==> src/sar_pkg.sv <==
/*
  Shared constants and types of the serial audio ingest and routing block:
  register map, field positions, reset values, timing figures, item layout.
  Assumes a 250 MHz system clock and a 32-bit AXI4-Lite register bus.
*/
package sar_pkg;

  // Clock and bit clock limits
  localparam int unsigned MCLK_HZ = 250_000_000;
  localparam int unsigned BCLK_MIN_HZ = 1_000_000;
  localparam int unsigned BCLK_MAX_HZ = 13_000_000;
  // Shortest legal bit clock period, rounded down so jitter is tolerated
  localparam int unsigned BCLK_MIN_CYC_I = MCLK_HZ / BCLK_MAX_HZ;
  // Longest legal bit clock period, rounded down
  localparam int unsigned BCLK_MAX_CYC_I = MCLK_HZ / BCLK_MIN_HZ;
  localparam int PER_W = 9;
  localparam logic [PER_W-1:0] BCLK_MIN_CYC = PER_W'(BCLK_MIN_CYC_I);
  localparam logic [PER_W-1:0] BCLK_MAX_CYC = PER_W'(BCLK_MAX_CYC_I);

  // Strap sampling waits for the pin synchroniser to fill
  localparam logic [1:0] STRAP_WAIT = 2'h3;

  // Bus
  localparam int ADDR_W = 8;
  localparam logic [ADDR_W-1:0] REG_AUDIO_CFG = 8'h00;
  localparam logic [ADDR_W-1:0] REG_PATH_CTL = 8'h04;
  localparam logic [ADDR_W-1:0] REG_GPIO_CFG = 8'h08;
  localparam logic [ADDR_W-1:0] REG_STATUS = 8'h0C;
  localparam logic [1:0] RESP_OKAY = 2'h0;
  localparam logic [1:0] RESP_SLVERR = 2'h2;

  // Audio configuration fields
  localparam int CFG_SPLIT = 0;
  localparam int CFG_WL_LO = 1;
  localparam int CFG_TDM = 3;
  localparam int CFG_TDM8 = 4;
  localparam int CFG_W = 5;
  localparam logic [CFG_W-1:0] CFG_RESET = 5'h04;
  localparam logic [1:0] WL_16 = 2'h0;
  localparam logic [1:0] WL_24 = 2'h1;

  // Link path control fields
  localparam int PATH_DI_OFF = 0;
  localparam int PATH_MODE_LO = 1;
  localparam int PATH_LEGACY = 3;
  localparam int PATH_W = 4;
  localparam logic [PATH_W-1:0] PATH_RESET = 4'h0;
  localparam logic [1:0] CH_STEREO = 2'h0;
  localparam logic [1:0] CH_FOUR = 2'h1;
  localparam logic [1:0] CH_SURROUND = 2'h2;

  // Register-GPIO control and pin readback
  localparam int GPIO_LVL_LO = 8;
  localparam logic [3:0] GPIO_RESET = 4'h0;

  // Status bits, write one to clear where sticky
  localparam int ST_SLOW = 0;
  localparam int ST_FAST = 1;
  localparam int ST_OVR = 2;
  localparam int ST_DI = 4;
  localparam int ST_SURR = 5;
  localparam int ST_W = 3;

  // Lane masks
  localparam logic [3:0] LANES_A = 4'h1;
  localparam logic [3:0] LANES_AB = 4'h3;
  localparam logic [3:0] LANES_ALL = 4'hF;

  // Time-division slots
  localparam int TDM_POS_W = 8;
  localparam logic [4:0] SLOT32_LAST = 5'h1F;
  localparam logic [5:0] SLOT64_LAST = 6'h3F;

  typedef struct packed {
    logic [1:0] lane_p0;
    logic [1:0] lane_p1;
    logic [2:0] chan;
    logic encrypt;
    logic [31:0] data;
  } sar_item_type;

  localparam int ITEM_W = $bits(sar_item_type);

endpackage

==> src/sar_top.sv <==
/*
  Serial audio ingest and router: samples the audio bit clock, word select
  and four data lines, forms sample words (two-channel or time-division),
  routes lanes to two downstream ports and hands words to the link packer
  data-island words gated by blanking. Assumes blanking, protection and upstream surround
  inputs are on mclk; audio pins and the strap come from outside.
*/
// Chosen here: register access over AXI4-Lite and the register offsets.
`timescale 1ns/1ns
`default_nettype none
// Behaviour
// - The bit clock must run between 1 MHz and the lesser of half the pixel clock or 13 MHz, and capture works across that range.
// - Each of the four data lines carries two channels told apart by the shared word select level.
// - Out of reset audio goes out as data-island packets, only in video blanking.
// - With data islands off, audio rides frame bits: line A only, or A and B for the older receiver.
// - Surround with all four lines runs only under data-island transport.
// - Surround signalled from upstream switches this stage to surround over data islands by itself; here it takes effect only while data islands are already on.
// - With split-audio clear both ports carry the same audio, channel count set by link path control.
// - With split-audio set port 1 swaps pairs A/B with C/D while port 0 stays straight.
// - In stereo with split-audio set port 1 carries input C and port 0 input A; here only input A is handed on, and port 1 gets its words tagged as lane C.
// - Split-audio resets to the sampled splitter strap and software may overwrite it.
// - Time-division format takes a 256-bit word clock period as 4 slots of 64 or 8 of 32 bits.
// - Sample words of 16, 24 or 32 bits at 32 to 192 kHz are supported.
// - Data-island audio is marked for encryption when protection is on; frame-bit audio is not.
// - A data line switched to register GPIO mode is ignored as audio and read as a register I/O.
module sar_top (
  input wire logic mclk,
  input wire logic rst_b,
  input wire logic [sar_pkg::ADDR_W-1:0] s_axi_awaddr,
  input wire logic s_axi_awvalid,
  output logic s_axi_awready,
  input wire logic [31:0] s_axi_wdata,
  input wire logic [3:0] s_axi_wstrb,
  input wire logic s_axi_wvalid,
  output logic s_axi_wready,
  output logic [1:0] s_axi_bresp,
  output logic s_axi_bvalid,
  input wire logic s_axi_bready,
  input wire logic [sar_pkg::ADDR_W-1:0] s_axi_araddr,
  input wire logic s_axi_arvalid,
  output logic s_axi_arready,
  output logic [31:0] s_axi_rdata,
  output logic [1:0] s_axi_rresp,
  output logic s_axi_rvalid,
  input wire logic s_axi_rready,
  input wire logic audio_bit_clock_in,
  input wire logic audio_word_select_in,
  input wire logic audio_data_line_a,
  input wire logic audio_data_line_b,
  input wire logic audio_data_line_c,
  input wire logic audio_data_line_d,
  input wire logic splitter_strap,
  input wire logic video_blanking,
  input wire logic content_protect_active,
  input wire logic upstream_surround,
  output logic audio_valid,
  input wire logic audio_ready,
  output sar_pkg::sar_item_type audio_item
);

  function automatic logic [31:0] wl_mask(input logic [1:0] sel);
    wl_mask = (sel == sar_pkg::WL_16) ? 32'h0000FFFF :
              (sel == sar_pkg::WL_24) ? 32'h00FFFFFF : 32'hFFFFFFFF;
  endfunction

  function automatic logic [31:0] merge(input logic [31:0] old,
                                        input logic [31:0] nw,
                                        input logic [3:0] strb);
    logic [31:0] m;
    m = {{8{strb[3]}}, {8{strb[2]}}, {8{strb[1]}}, {8{strb[0]}}};
    merge = (old & ~m) | (nw & m);
  endfunction

  function automatic logic [1:0] first_lane(input logic [3:0] p);
    first_lane = p[0] ? 2'h0 : p[1] ? 2'h1 : p[2] ? 2'h2 : 2'h3;
  endfunction

  // Pin synchroniser: {strap, d, c, b, a, ws, bclk}
  logic [6:0] pin_meta_q;
  logic [6:0] pin_sync_q;
  always_ff @(posedge mclk or negedge rst_b) begin
    if (!rst_b) begin
      pin_meta_q <= '0;
      pin_sync_q <= '0;
    end else begin
      pin_meta_q <= {splitter_strap, audio_data_line_d, audio_data_line_c,
                     audio_data_line_b, audio_data_line_a,
                     audio_word_select_in, audio_bit_clock_in};
      pin_sync_q <= pin_meta_q;
    end
  end

  // Registers
  logic [sar_pkg::CFG_W-1:0] cfg_q;
  logic [sar_pkg::PATH_W-1:0] path_q;
  logic [3:0] gpio_q;
  logic [sar_pkg::ST_W-1:0] sts_q;
  logic [1:0] strap_cnt_q;
  logic bclk_prev_q, ws_prev_q, seen_q;
  logic [sar_pkg::PER_W-1:0] per_q;
  logic [3:0][31:0] shift_q;
  logic [3:0][31:0] hold_q;
  logic [2:0] hold_chan_q;
  logic [3:0] pend_q;
  logic [sar_pkg::TDM_POS_W-1:0] pos_q;

  // Mode decode
  wire logic split = cfg_q[sar_pkg::CFG_SPLIT];
  wire logic [1:0] wl_sel = cfg_q[sar_pkg::CFG_WL_LO +: 2];
  wire logic tdm = cfg_q[sar_pkg::CFG_TDM];
  wire logic tdm8 = cfg_q[sar_pkg::CFG_TDM8];
  wire logic di_mode = ~path_q[sar_pkg::PATH_DI_OFF];
  wire logic [1:0] ch_mode = path_q[sar_pkg::PATH_MODE_LO +: 2];
  wire logic legacy = path_q[sar_pkg::PATH_LEGACY];
  wire logic surround = di_mode & ((ch_mode == sar_pkg::CH_SURROUND) |
                        upstream_surround);
  wire logic [3:0] lanes_frame = legacy ? sar_pkg::LANES_AB
                                        : sar_pkg::LANES_A;
  wire logic [3:0] lanes_di = (ch_mode == sar_pkg::CH_FOUR) ?
                              sar_pkg::LANES_AB : sar_pkg::LANES_A;
  wire logic [3:0] lane_en = tdm ? sar_pkg::LANES_A :
                             surround ? sar_pkg::LANES_ALL :
                             di_mode ? lanes_di : lanes_frame;

  // Sampled pins; a line in register GPIO mode feeds no audio
  wire logic bclk_s = pin_sync_q[0];
  wire logic ws_s = pin_sync_q[1];
  wire logic [3:0] line_s = pin_sync_q[5:2];
  wire logic [3:0] line_bits = line_s & ~gpio_q;
  wire logic [3:0] lane_live = lane_en & ~gpio_q;
  wire logic strap_s = pin_sync_q[6];
  wire logic bclk_rise = bclk_s & ~bclk_prev_q;

  // Bit clock period check
  wire logic too_fast = bclk_rise & seen_q &
                        (per_q < sar_pkg::BCLK_MIN_CYC);
  wire logic too_slow = ~bclk_rise & seen_q &
                        (per_q == sar_pkg::BCLK_MAX_CYC);

  // Word boundaries
  wire logic ws_edge = bclk_rise & (ws_s != ws_prev_q);
  wire logic ws_start = bclk_rise & ws_s & ~ws_prev_q;
  wire logic [4:0] pos32 = pos_q[4:0];
  wire logic [5:0] pos64 = pos_q[5:0];
  wire logic slot_in32 = tdm8 ? 1'b1 : ~pos_q[5];
  wire logic slot_end = tdm8 ? (pos32 == sar_pkg::SLOT32_LAST)
                             : (pos64 == sar_pkg::SLOT64_LAST);
  wire logic [2:0] slot_idx = tdm8 ? pos_q[7:5] : {1'b0, pos_q[7:6]};
  wire logic i2s_end = ~tdm & ws_edge;
  wire logic tdm_end = tdm & bclk_rise & ~ws_start & slot_end;
  wire logic word_end = i2s_end | tdm_end;

  // Handing words to the buffer, one lane per cycle
  logic buf_in_ready, buf_out_valid, buf_out_ready;
  sar_pkg::sar_item_type buf_in_item, buf_out_item;
  wire logic buf_in_valid = |pend_q;
  wire logic [1:0] lane_sel = first_lane(pend_q);
  wire logic buf_take = buf_in_valid & buf_in_ready;
  wire logic [3:0] lane_bit = 4'h1 << lane_sel;
  wire logic overrun = word_end & |pend_q;
  assign buf_in_item.lane_p0 = lane_sel;
  assign buf_in_item.lane_p1 = split ? (lane_sel ^ 2'h2)
                                     : lane_sel;
  assign buf_in_item.chan = hold_chan_q;
  assign buf_in_item.encrypt = di_mode & content_protect_active;
  assign buf_in_item.data = hold_q[lane_sel] & wl_mask(wl_sel);

  // Next shift values: MSB first into the low end
  logic [3:0][31:0] shift_d;
  always_comb begin
    for (int i = 0; i < 4; i++) begin
      shift_d[i] = {shift_q[i][30:0], line_bits[i]};
    end
  end

  always_ff @(posedge mclk or negedge rst_b) begin
    if (!rst_b) begin
      bclk_prev_q <= 1'b0;
      ws_prev_q <= 1'b0;
      seen_q <= 1'b0;
      per_q <= '0;
    end else begin
      bclk_prev_q <= bclk_s;
      if (bclk_rise) begin
        ws_prev_q <= ws_s;
        per_q <= '0;
        seen_q <= 1'b1;
      end else if (too_slow) begin
        seen_q <= 1'b0;
      end else if (per_q != sar_pkg::BCLK_MAX_CYC) begin
        per_q <= per_q + 1'b1;
      end
    end
  end

  // Capture: two-channel shifts every lane, time-division only lane A
  always_ff @(posedge mclk or negedge rst_b) begin
    if (!rst_b) begin
      shift_q <= '0;
      pos_q <= '0;
    end else if (bclk_rise) begin
      pos_q <= ws_start ? '0 : pos_q + 1'b1;
      if (!tdm) begin
        shift_q <= shift_d;
      end else if (slot_in32) begin
        shift_q[0] <= shift_d[0];
      end
    end
  end

  always_ff @(posedge mclk or negedge rst_b) begin
    if (!rst_b) begin
      hold_q <= '0;
      hold_chan_q <= '0;
      pend_q <= '0;
    end else if (word_end) begin
      hold_q <= shift_d;
      if (tdm && !slot_in32) begin
        hold_q[0] <= shift_q[0];
      end
      hold_chan_q <= tdm ? slot_idx : {2'h0, ws_prev_q};
      pend_q <= lane_live;
    end else if (buf_take) begin
      pend_q <= pend_q & ~lane_bit;
    end
  end

  sar_skid u_buf (
    .mclk(mclk),
    .rst_b(rst_b),
    .in_valid(buf_in_valid),
    .in_ready(buf_in_ready),
    .in_item(buf_in_item),
    .out_valid(buf_out_valid),
    .out_ready(buf_out_ready),
    .out_item(buf_out_item)
  );

  // Data-island words leave only in blanking; frame bits go any time
  wire logic gate_open = ~di_mode | video_blanking;
  assign buf_out_ready = gate_open & (~audio_valid | audio_ready);
  always_ff @(posedge mclk or negedge rst_b) begin
    if (!rst_b) begin
      audio_valid <= 1'b0;
      audio_item <= '0;
    end else if (buf_out_valid && buf_out_ready) begin
      audio_valid <= 1'b1;
      audio_item <= buf_out_item;
    end else if (audio_ready) begin
      audio_valid <= 1'b0;
    end
  end

  // AXI4-Lite slave
  logic aw_have_q, w_have_q;
  logic [sar_pkg::ADDR_W-1:0] awaddr_q;
  logic [31:0] wdata_q;
  logic [3:0] wstrb_q;
  wire logic aw_take = s_axi_awvalid & s_axi_awready;
  wire logic w_take = s_axi_wvalid & s_axi_wready;
  wire logic aw_ok = aw_have_q | aw_take;
  wire logic w_ok = w_have_q | w_take;
  wire logic do_wr = aw_ok & w_ok & ~s_axi_bvalid;
  wire logic [sar_pkg::ADDR_W-1:0] wa = aw_have_q ? awaddr_q : s_axi_awaddr;
  wire logic [31:0] wd = w_have_q ? wdata_q : s_axi_wdata;
  wire logic [3:0] ws = w_have_q ? wstrb_q : s_axi_wstrb;
  wire logic wr_cfg = do_wr & (wa == sar_pkg::REG_AUDIO_CFG);
  wire logic wr_path = do_wr & (wa == sar_pkg::REG_PATH_CTL);
  wire logic wr_gpio = do_wr & (wa == sar_pkg::REG_GPIO_CFG);
  wire logic wr_sts = do_wr & (wa == sar_pkg::REG_STATUS);
  wire logic wr_hit = wr_cfg | wr_path | wr_gpio | wr_sts;
  wire logic aw_have_d = aw_ok & ~do_wr;
  wire logic w_have_d = w_ok & ~do_wr;
  wire logic bvalid_d = do_wr | (s_axi_bvalid & ~s_axi_bready);

  wire logic [31:0] cfg_wr = merge(32'(cfg_q), wd, ws);
  wire logic [31:0] path_wr = merge(32'(path_q), wd, ws);
  wire logic [31:0] gpio_wr = merge(32'(gpio_q), wd, ws);
  wire logic [31:0] sts_wr = merge(32'h0, wd, ws);
  wire logic [sar_pkg::ST_W-1:0] sts_clr =
    wr_sts ? sts_wr[sar_pkg::ST_W-1:0] : '0;
  wire logic [sar_pkg::ST_W-1:0] sts_set = {overrun | (buf_in_valid &
    ~buf_in_ready & word_end), too_fast, too_slow};
  wire logic strap_load = (strap_cnt_q == sar_pkg::STRAP_WAIT - 2'h1);

  // Register read mux
  wire logic [31:0] rd_sts = {26'h0, surround, di_mode, 1'b0, sts_q};
  wire logic [31:0] rd_gpio = {20'h0, line_s, 4'h0, gpio_q};
  wire logic [sar_pkg::ADDR_W-1:0] ra = s_axi_araddr;
  wire logic rd_hit = (ra == sar_pkg::REG_AUDIO_CFG) |
                      (ra == sar_pkg::REG_PATH_CTL) |
                      (ra == sar_pkg::REG_GPIO_CFG) |
                      (ra == sar_pkg::REG_STATUS);
  wire logic [31:0] rd_val =
    (ra == sar_pkg::REG_AUDIO_CFG) ? 32'(cfg_q) :
    (ra == sar_pkg::REG_PATH_CTL) ? 32'(path_q) :
    (ra == sar_pkg::REG_GPIO_CFG) ? rd_gpio :
    (ra == sar_pkg::REG_STATUS) ? rd_sts : 32'h0;
  wire logic ar_take = s_axi_arvalid & s_axi_arready;
  wire logic rvalid_d = ar_take | (s_axi_rvalid & ~s_axi_rready);

  always_ff @(posedge mclk or negedge rst_b) begin
    if (!rst_b) begin
      aw_have_q <= 1'b0;
      w_have_q <= 1'b0;
      awaddr_q <= '0;
      wdata_q <= '0;
      wstrb_q <= '0;
      s_axi_awready <= 1'b0;
      s_axi_wready <= 1'b0;
      s_axi_bvalid <= 1'b0;
      s_axi_bresp <= sar_pkg::RESP_OKAY;
    end else begin
      aw_have_q <= aw_have_d;
      w_have_q <= w_have_d;
      if (aw_take) begin
        awaddr_q <= s_axi_awaddr;
      end
      if (w_take) begin
        wdata_q <= s_axi_wdata;
        wstrb_q <= s_axi_wstrb;
      end
      s_axi_awready <= ~aw_have_d & ~bvalid_d;
      s_axi_wready <= ~w_have_d & ~bvalid_d;
      s_axi_bvalid <= bvalid_d;
      if (do_wr) begin
        s_axi_bresp <= wr_hit ? sar_pkg::RESP_OKAY : sar_pkg::RESP_SLVERR;
      end
    end
  end

  always_ff @(posedge mclk or negedge rst_b) begin
    if (!rst_b) begin
      s_axi_arready <= 1'b0;
      s_axi_rvalid <= 1'b0;
      s_axi_rdata <= '0;
      s_axi_rresp <= sar_pkg::RESP_OKAY;
    end else begin
      s_axi_arready <= ~rvalid_d;
      s_axi_rvalid <= rvalid_d;
      if (ar_take) begin
        s_axi_rdata <= rd_val;
        s_axi_rresp <= rd_hit ? sar_pkg::RESP_OKAY : sar_pkg::RESP_SLVERR;
      end
    end
  end

  // Control registers; the strap is taken once the synchroniser is full
  always_ff @(posedge mclk or negedge rst_b) begin
    if (!rst_b) begin
      cfg_q <= sar_pkg::CFG_RESET;
      path_q <= sar_pkg::PATH_RESET;
      gpio_q <= sar_pkg::GPIO_RESET;
      sts_q <= '0;
      strap_cnt_q <= '0;
    end else begin
      if (strap_cnt_q != sar_pkg::STRAP_WAIT) begin
        strap_cnt_q <= strap_cnt_q + 2'h1;
      end
      if (wr_cfg) begin
        cfg_q <= cfg_wr[sar_pkg::CFG_W-1:0];
      end else if (strap_load) begin
        cfg_q[sar_pkg::CFG_SPLIT] <= strap_s;
      end
      if (wr_path) begin
        path_q <= path_wr[sar_pkg::PATH_W-1:0];
      end
      if (wr_gpio) begin
        gpio_q <= gpio_wr[3:0];
      end
      sts_q <= (sts_q & ~sts_clr) | sts_set;
    end
  end

endmodule
`default_nettype wire

==> src/sar_skid.sv <==
/*
  Two-entry buffer with valid and ready on both sides; every output is a
  flip-flop. Assumes source and sink run on the same clock.
*/
`timescale 1ns/1ns
`default_nettype none
module sar_skid (
  input wire logic mclk,
  input wire logic rst_b,
  input wire logic in_valid,
  output logic in_ready,
  input wire sar_pkg::sar_item_type in_item,
  output logic out_valid,
  input wire logic out_ready,
  output sar_pkg::sar_item_type out_item
);

  logic skid_valid_q;
  sar_pkg::sar_item_type skid_q;
  wire logic in_take = in_valid & in_ready;
  wire logic out_take = out_valid & out_ready;
  wire logic out_free = ~out_valid | out_ready;

  // Second entry catches the word that arrives while the sink stalls
  always_ff @(posedge mclk or negedge rst_b) begin
    if (!rst_b) begin
      out_valid <= 1'b0;
      skid_valid_q <= 1'b0;
      in_ready <= 1'b0;
      out_item <= '0;
      skid_q <= '0;
    end else begin
      if (out_free) begin
        out_valid <= skid_valid_q | in_take;
        out_item <= skid_valid_q ? skid_q : in_item;
        skid_valid_q <= skid_valid_q & in_take;
        if (skid_valid_q) begin
          skid_q <= in_item;
        end
      end else if (in_take) begin
        skid_valid_q <= 1'b1;
        skid_q <= in_item;
      end
      in_ready <= ~((skid_valid_q | in_take) & ~out_free) &
                  ~(skid_valid_q & in_take & out_free & ~out_take);
    end
  end

endmodule
`default_nettype wire

==> config.mk <==
export PLATFORM = sky130hd
export DESIGN_NAME = sar_top
export DESIGN_NICKNAME = d
export VERILOG_FILES = /design/src/sar_pkg.sv /design/src/sar_top.sv /design/src/sar_skid.sv
export SDC_FILE = /design/constraint.sdc
export NUM_CORES = 1
export LEC_CHECK = 0
export BUFFER_PORTS_ARGS = -buffer_cell sky130_fd_sc_hd__buf_2
export CORE_ASPECT_RATIO = 0.8
export CORE_MARGIN = 2
export CORE_UTILIZATION = 60
export CTS_CLUSTER_DIAMETER = 120
export DETAILED_ROUTE_END_ITERATION = 16
export GPL_TIMING_DRIVEN = 0
export PLACE_DENSITY_LB_ADDON = 0.05
export REMOVE_ABC_BUFFERS = 1
export SKIP_CTS_REPAIR_TIMING = 1
export SYNTH_ARGS = -nofsm -noshare
export SYNTH_HDL_FRONTEND = slang
export SYNTH_HIERARCHICAL = 1
export SYNTH_SLANG_ARGS = --single-unit
export TNS_END_PERCENT = 100
==> constraint.sdc <==
create_clock -name mclk -period 3 [get_ports mclk]
set_input_delay 0.9 -clock mclk [delete_from_list [all_inputs] [get_ports mclk]]
set_output_delay 0.9 -clock mclk [all_outputs]
set_load 0.005 [all_outputs]
---- After elaboration in Yosys (flattened, before gate mapping) ----
Cells that the tools add are included.
cells by class
  $add $sub $neg .......................... 3
  $lt $le $gt $ge ......................... 2
  equality and inequality tests ........... 19
  shifts and indexed selects .............. 1
  muxes and demuxes ....................... 48
  bitwise operators ....................... 97
  reductions and logical operators ........ 17
operators by type and width
  kind                   number
  $mux W32               6
  $mux W40               4
  $bmux W32 S2           1
  $and A1 B1 Y1          40
  $mux W12               3
  $and A32 B32 Y32       1
  $eq A8 B4 Y1 const B   4
  $mux W9                3
  $not A1 Y1             23
  $and A4 B4 Y4          5
  $or A1 B1 Y1           17
  $eq A8 B3 Y1 const B   2
  $logic_not A8 Y1       2
  $mux W2                8
  $mux W4                4
  $mux W8                2
  $mux W1                12
  $reduce_bool A2 Y1     6
  $and A5 B5 Y5          2
  $add A9 B1 Y9 const B  1
  $eq A9 B8 Y1 const B   1
  $lt A9 B5 Y1 const B   1
  $mux W3                3
  $ne A9 B8 Y1 const B   1
  25 further kinds       35
word-level totals
  register bits after elaboration ......... 493
  bits of input ports ..................... 70
  output and inout bits ................... 82
  word-level logic and storage cells ...... 242

---- Logic depth before layout (Yosys ltp) ----
  depth in word-level cells ............... 11
  mapped depth ............................ 10

---- Modules after synthesis ----
Netlist, hierarchy kept.
by module, submodules not included
  module    times used  cells an instance  area an instance (um^2)  sequential area each (um^2)
  sar_top   1           1401               16623.4                  9660.5
  sar_skid  1           271                3647.2                   2077.0

---- Worst setup path before layout ----
OpenSTA, ideal clock, no wires.
  kind .................................... input port to flip-flop
  start ................................... input port s_axi_awaddr[4] (netlist bit)
  end ..................................... register with a tool-made name
  library setup time ...................... 0.125 ns
  data arrival time ....................... 2.275 ns
  path slack .............................. 0.600 ns
  stages .................................. 4
  buffers on the path ..................... 0
  cell sequence ........................... or4_1 nor4_4 o211ai_1 mux2_2
RTL lines
  item                line           RTL
  start: declaration  sar_top.sv:29  input wire logic [sar_pkg::ADDR_W-1:0] s_axi_awaddr,

---- Worst setup path after layout ----
  start ................................... register pos_q[0] (netlist bit)
  end ..................................... register hold_q[39] (netlist bit)
on the way
  word-level cells in the longest chain between the ends .. 4
  elaborated cells between the ends (all ways) .. 5
  those cells by class .................... eq/ne: 2; mux: 1; bitwise: 2
RTL lines
  item                                          line                            RTL
  start: declaration                            sar_top.sv:105                  logic [sar_pkg::TDM_POS_W-1:0] pos_q;
  start signal: assignment                      sar_top.sv:202                  pos_q <= ws_start ? '0 : pos_q + 1'b1;
  $eq A6 B6 Y1 or $eq A5 B5 Y1 (tied branches)  sar_top.sv:147, sar_top.sv:146
  $mux W1 (*)                                   sar_top.sv:146                  wire logic slot_end = tdm8 ? (pos32 == sar_pkg::SLOT32_LAST)
  $and A1 B1 Y1 (*)                             sar_top.sv:150                  wire logic tdm_end = tdm & bclk_rise & ~ws_start & slot_end;
  $or A1 B1 Y1 (*)                              sar_top.sv:151                  wire logic word_end = i2s_end | tdm_end;
  end signal: assignment                        sar_top.sv:217                  hold_q <= shift_d;
  end: declaration                              sar_top.sv:102                  logic [3:0][31:0] hold_q;
Mark *: on every way between the ends. The rest lies on a longest branch, timed or not.
A chain may end at the register's enable or synchronous reset.

==> impl_metrics.json <==
{
  "wl_um": 39800,
  "syn2layout_area_growth_pct": 12.3,
  "hold_path.class": "flop to flop",
  "tightestPinTransition_ns": 0.960,
  "async_flop_share": 1.00,
  "die-area_um2": 35300,
  "fin_util": 0.680,
  "clk_path_buf_depth": 3,
  "setup_viol": 0,
  "antenna_left": 0,
  "p_seq_frac": 0.488,
  "numCtsBuffers": 46,
  "layout-drive-gt1-share": 0.296,
  "finalHoldViolations": 0,
  "clkSinkCount": 469,
  "slew_headroom": 0.360,
  "clock_skew_ns": 0.0159,
  "insertion_delay_ns": 0.56,
  "final_common_cell": "dfrtp_1",
  "grtUsageMet3": 0.0310,
  "synth_edf_count": 0,
  "dp_slack_ns": -0.732,
  "grt.total_usage": 0.232,
  "max_cap_viol_count": 0,
  "drt_pass1_iterations": 5,
  "yosysSeqAreaShare": 0.579,
  "clk_pin_slew_worst_paths_ns": 0.06,
  "via_per_inst": 5.55,
  "met2_usage": 0.369,
  "antenna_found_initial": 0,
  "h-tree-depth": 2,
  "min_period_ns": 2.86,
  "fin_crit_sh": 0.953,
  "vias": 12300,
  "synth_flop_cell": "dfrtp_1",
  "rows": 60,
  "layout.nets": 1835,
  "grt_pass1_vias": 12400,
  "cp.arrival_ns": 3.29,
  "coreArea_um2": 33500,
  "peakVddDrop_mv": 0.472,
  "path_class": "flop to flop",
  "die_height_um": 168,
  "fillers": 2494,
  "cp_max_fo": 10,
  "r2r_start": "pos_q[0]",
  "yosys_warnings": 6,
  "drv_slew": 0,
  "diodes": 0,
  "finalPower_w": 0.0168,
  "overflow": 0,
  "fin_ws_ns": 0.141,
  "avgSynthCellArea_um2": 12.1,
  "final_cell_mix": "dfrtp_1, nand2_1, mux2_2",
  "required_ns": 3.43,
  "cp-end-kind": "flop",
  "p_leak_nw": 11.3,
  "power_frac_comb": 0.173,
  "hpwlAfterDp_um": 25100,
  "port_buffers": 97,
  "initial_core_util": 0.605,
  "p_switching_w": 0.00457,
  "grt_pass1_wl_um": 65900,
  "powerDensity_nw_per_um2": 739,
  "root_buffer": "clkbuf_16",
  "place_congestion": 0.812,
  "grt_max_degree": 125,
  "min-delay-start": "pin_meta_q[2]",
  "p_clk_frac": 0.339,
  "cts_tree": "built",
  "drt_iter0_drc": 763,
  "intPower_w": 0.0123,
  "die_w_um": 210,
  "pin_count": 152,
  "fmax_mhz": 350,
  "synth_cell_types": 57,
  "setup.worst_path.start": "pos_q[0]",
  "final_area_um2": 22800,
  "synth_cells": 1672,
  "placed_cell_area_um2": 21200,
  "drt-wirelength-per-cell_um": 17.9,
  "ys_ff_latch": 469,
  "swShare": 0.271,
  "remaining_drc_errors": 0,
  "outcome": "finished clean",
  "grt.busiest_layer": "met2",
  "grtUsageMet1": 0.345,
  "syn_area_um2": 20300,
  "start_kind": "flop"
}
worst max-delay path, stage by stage, from the launching register on:
cell	delay, ns
dfrtp_1	0.40
ha_1	0.25
and3_1	0.19
ha_1	0.17
nand2_1	0.06
o21ai_0	0.07
o211ai_1	0.20
buf_4	0.16
buf_6	0.14
buf_6	0.16
buf_4	0.19
buf_4	0.21
buf_4	0.18
mux2_2	0.34
worst paths after layout:
check,end,slack (ns),cells after the start
setup / recovery,hold_q[39],0.14,13
hold / removal,pin_sync_q[2],0.35,0
setup reg to reg,hold_q[39],0.14,13
hold reg to reg,pin_sync_q[2],0.35,0
max in group asynchronous,shift_d[40],1.49,2
min in group asynchronous,s_axi_bresp[1],0.36,1
cell type report:
cell class,count,area (um2),share of cell area
clock buffer,67,1340,0.0589
clock inverter,11,136,0.00599
inverter,13,48.8,0.00214
multi-input combinational,1094,7890,0.346
sequential,469,11700,0.516
tap,434,543,0.0239
timing repair buffer,135,1060,0.0467
power by group through the flow:
stage,clock [W],sequential (W),combinational [W]
2_1_floorplan,0,0.00809,0.00203
3_3_place_gp,0,0.00829,0.00276
3_5_place_dp,0,0.00832,0.00290
4_1_cts,0.00583,0.00821,0.00293
5_1_grt,0.00608,0.00836,0.00322
6_report,0.00570,0.00821,0.00291
state kept, by name (all words and copies together), names as in the netlist, 7 cells and up, named ones only:
name            flops
hold_q            128
audio_item         40
pin_sync_q          7
u_buf/out_item     40
per_q               9
u_buf/skid_q       40
pos_q               8
s_axi_rdata        10
shift_d           124
awaddr_q            8
pin_meta_q          7
cell usage after synthesis (7+ instances only):
master | number | area, um2
mux2i_1 | 101 | 1010
a21oi_1 | 28 | 140
nor2b_1 | 19 | 119
o21ai_0 | 50 | 250
nand2_1 | 377 | 1420
nor4_1 | 7 | 43.8
dfrtp_1 | 468 | 11700
buf_1 | 8 | 30.0
inv_1 | 13 | 48.8
buf_2 | 22 | 110
nor2_1 | 47 | 176
mux2_2 | 266 | 3000
a22o_1 | 12 | 105
o21ai_1 | 40 | 200
clkbuf_1 | 51 | 191
buf_4 | 30 | 225
mux2_4 | 40 | 601
logic make-up (layout without fill, tap and decap cells):
group | Yosys count | after routing | synth area share
AO/OA/AOI/OAI | 155 | 155 | 0.0447
XOR/XNOR | 11 | 11 | 0.00475
adder cells (fa/ha/maj) | 6 | 6 | 0.00370
buffers and inverters | 132 | 226 | 0.0373
flip-flops | 469 | 469 | 0.579
multiplexers | 410 | 410 | 0.231
other | 1 | 24 | 0.000185
AND/OR/NAND/NOR | 488 | 488 | 0.0997
per-layer routing:
| layer | share of wire | wire (um) |
|---|---|---|
| met1 | 0.49 | 19600 |
| met3 | 0.029 | 1160 |
| met2 | 0.46 | 18500 |
| met5 | 0 | 0 |
| met4 | 0.016 | 625 |
stage by stage:
step	setup TNS, ns	hold WS [ns]	instances
CTS	-55.29	0.351	2217
detailed placement	-51.93	0.337	2139
global route	-0.0240	0.361	2223
floorplan	-831.41	0.331	1576
finish	0	0.347	2223
global placement	-5681.47	0.334	2107
Power figures use the tool's default switching activity.
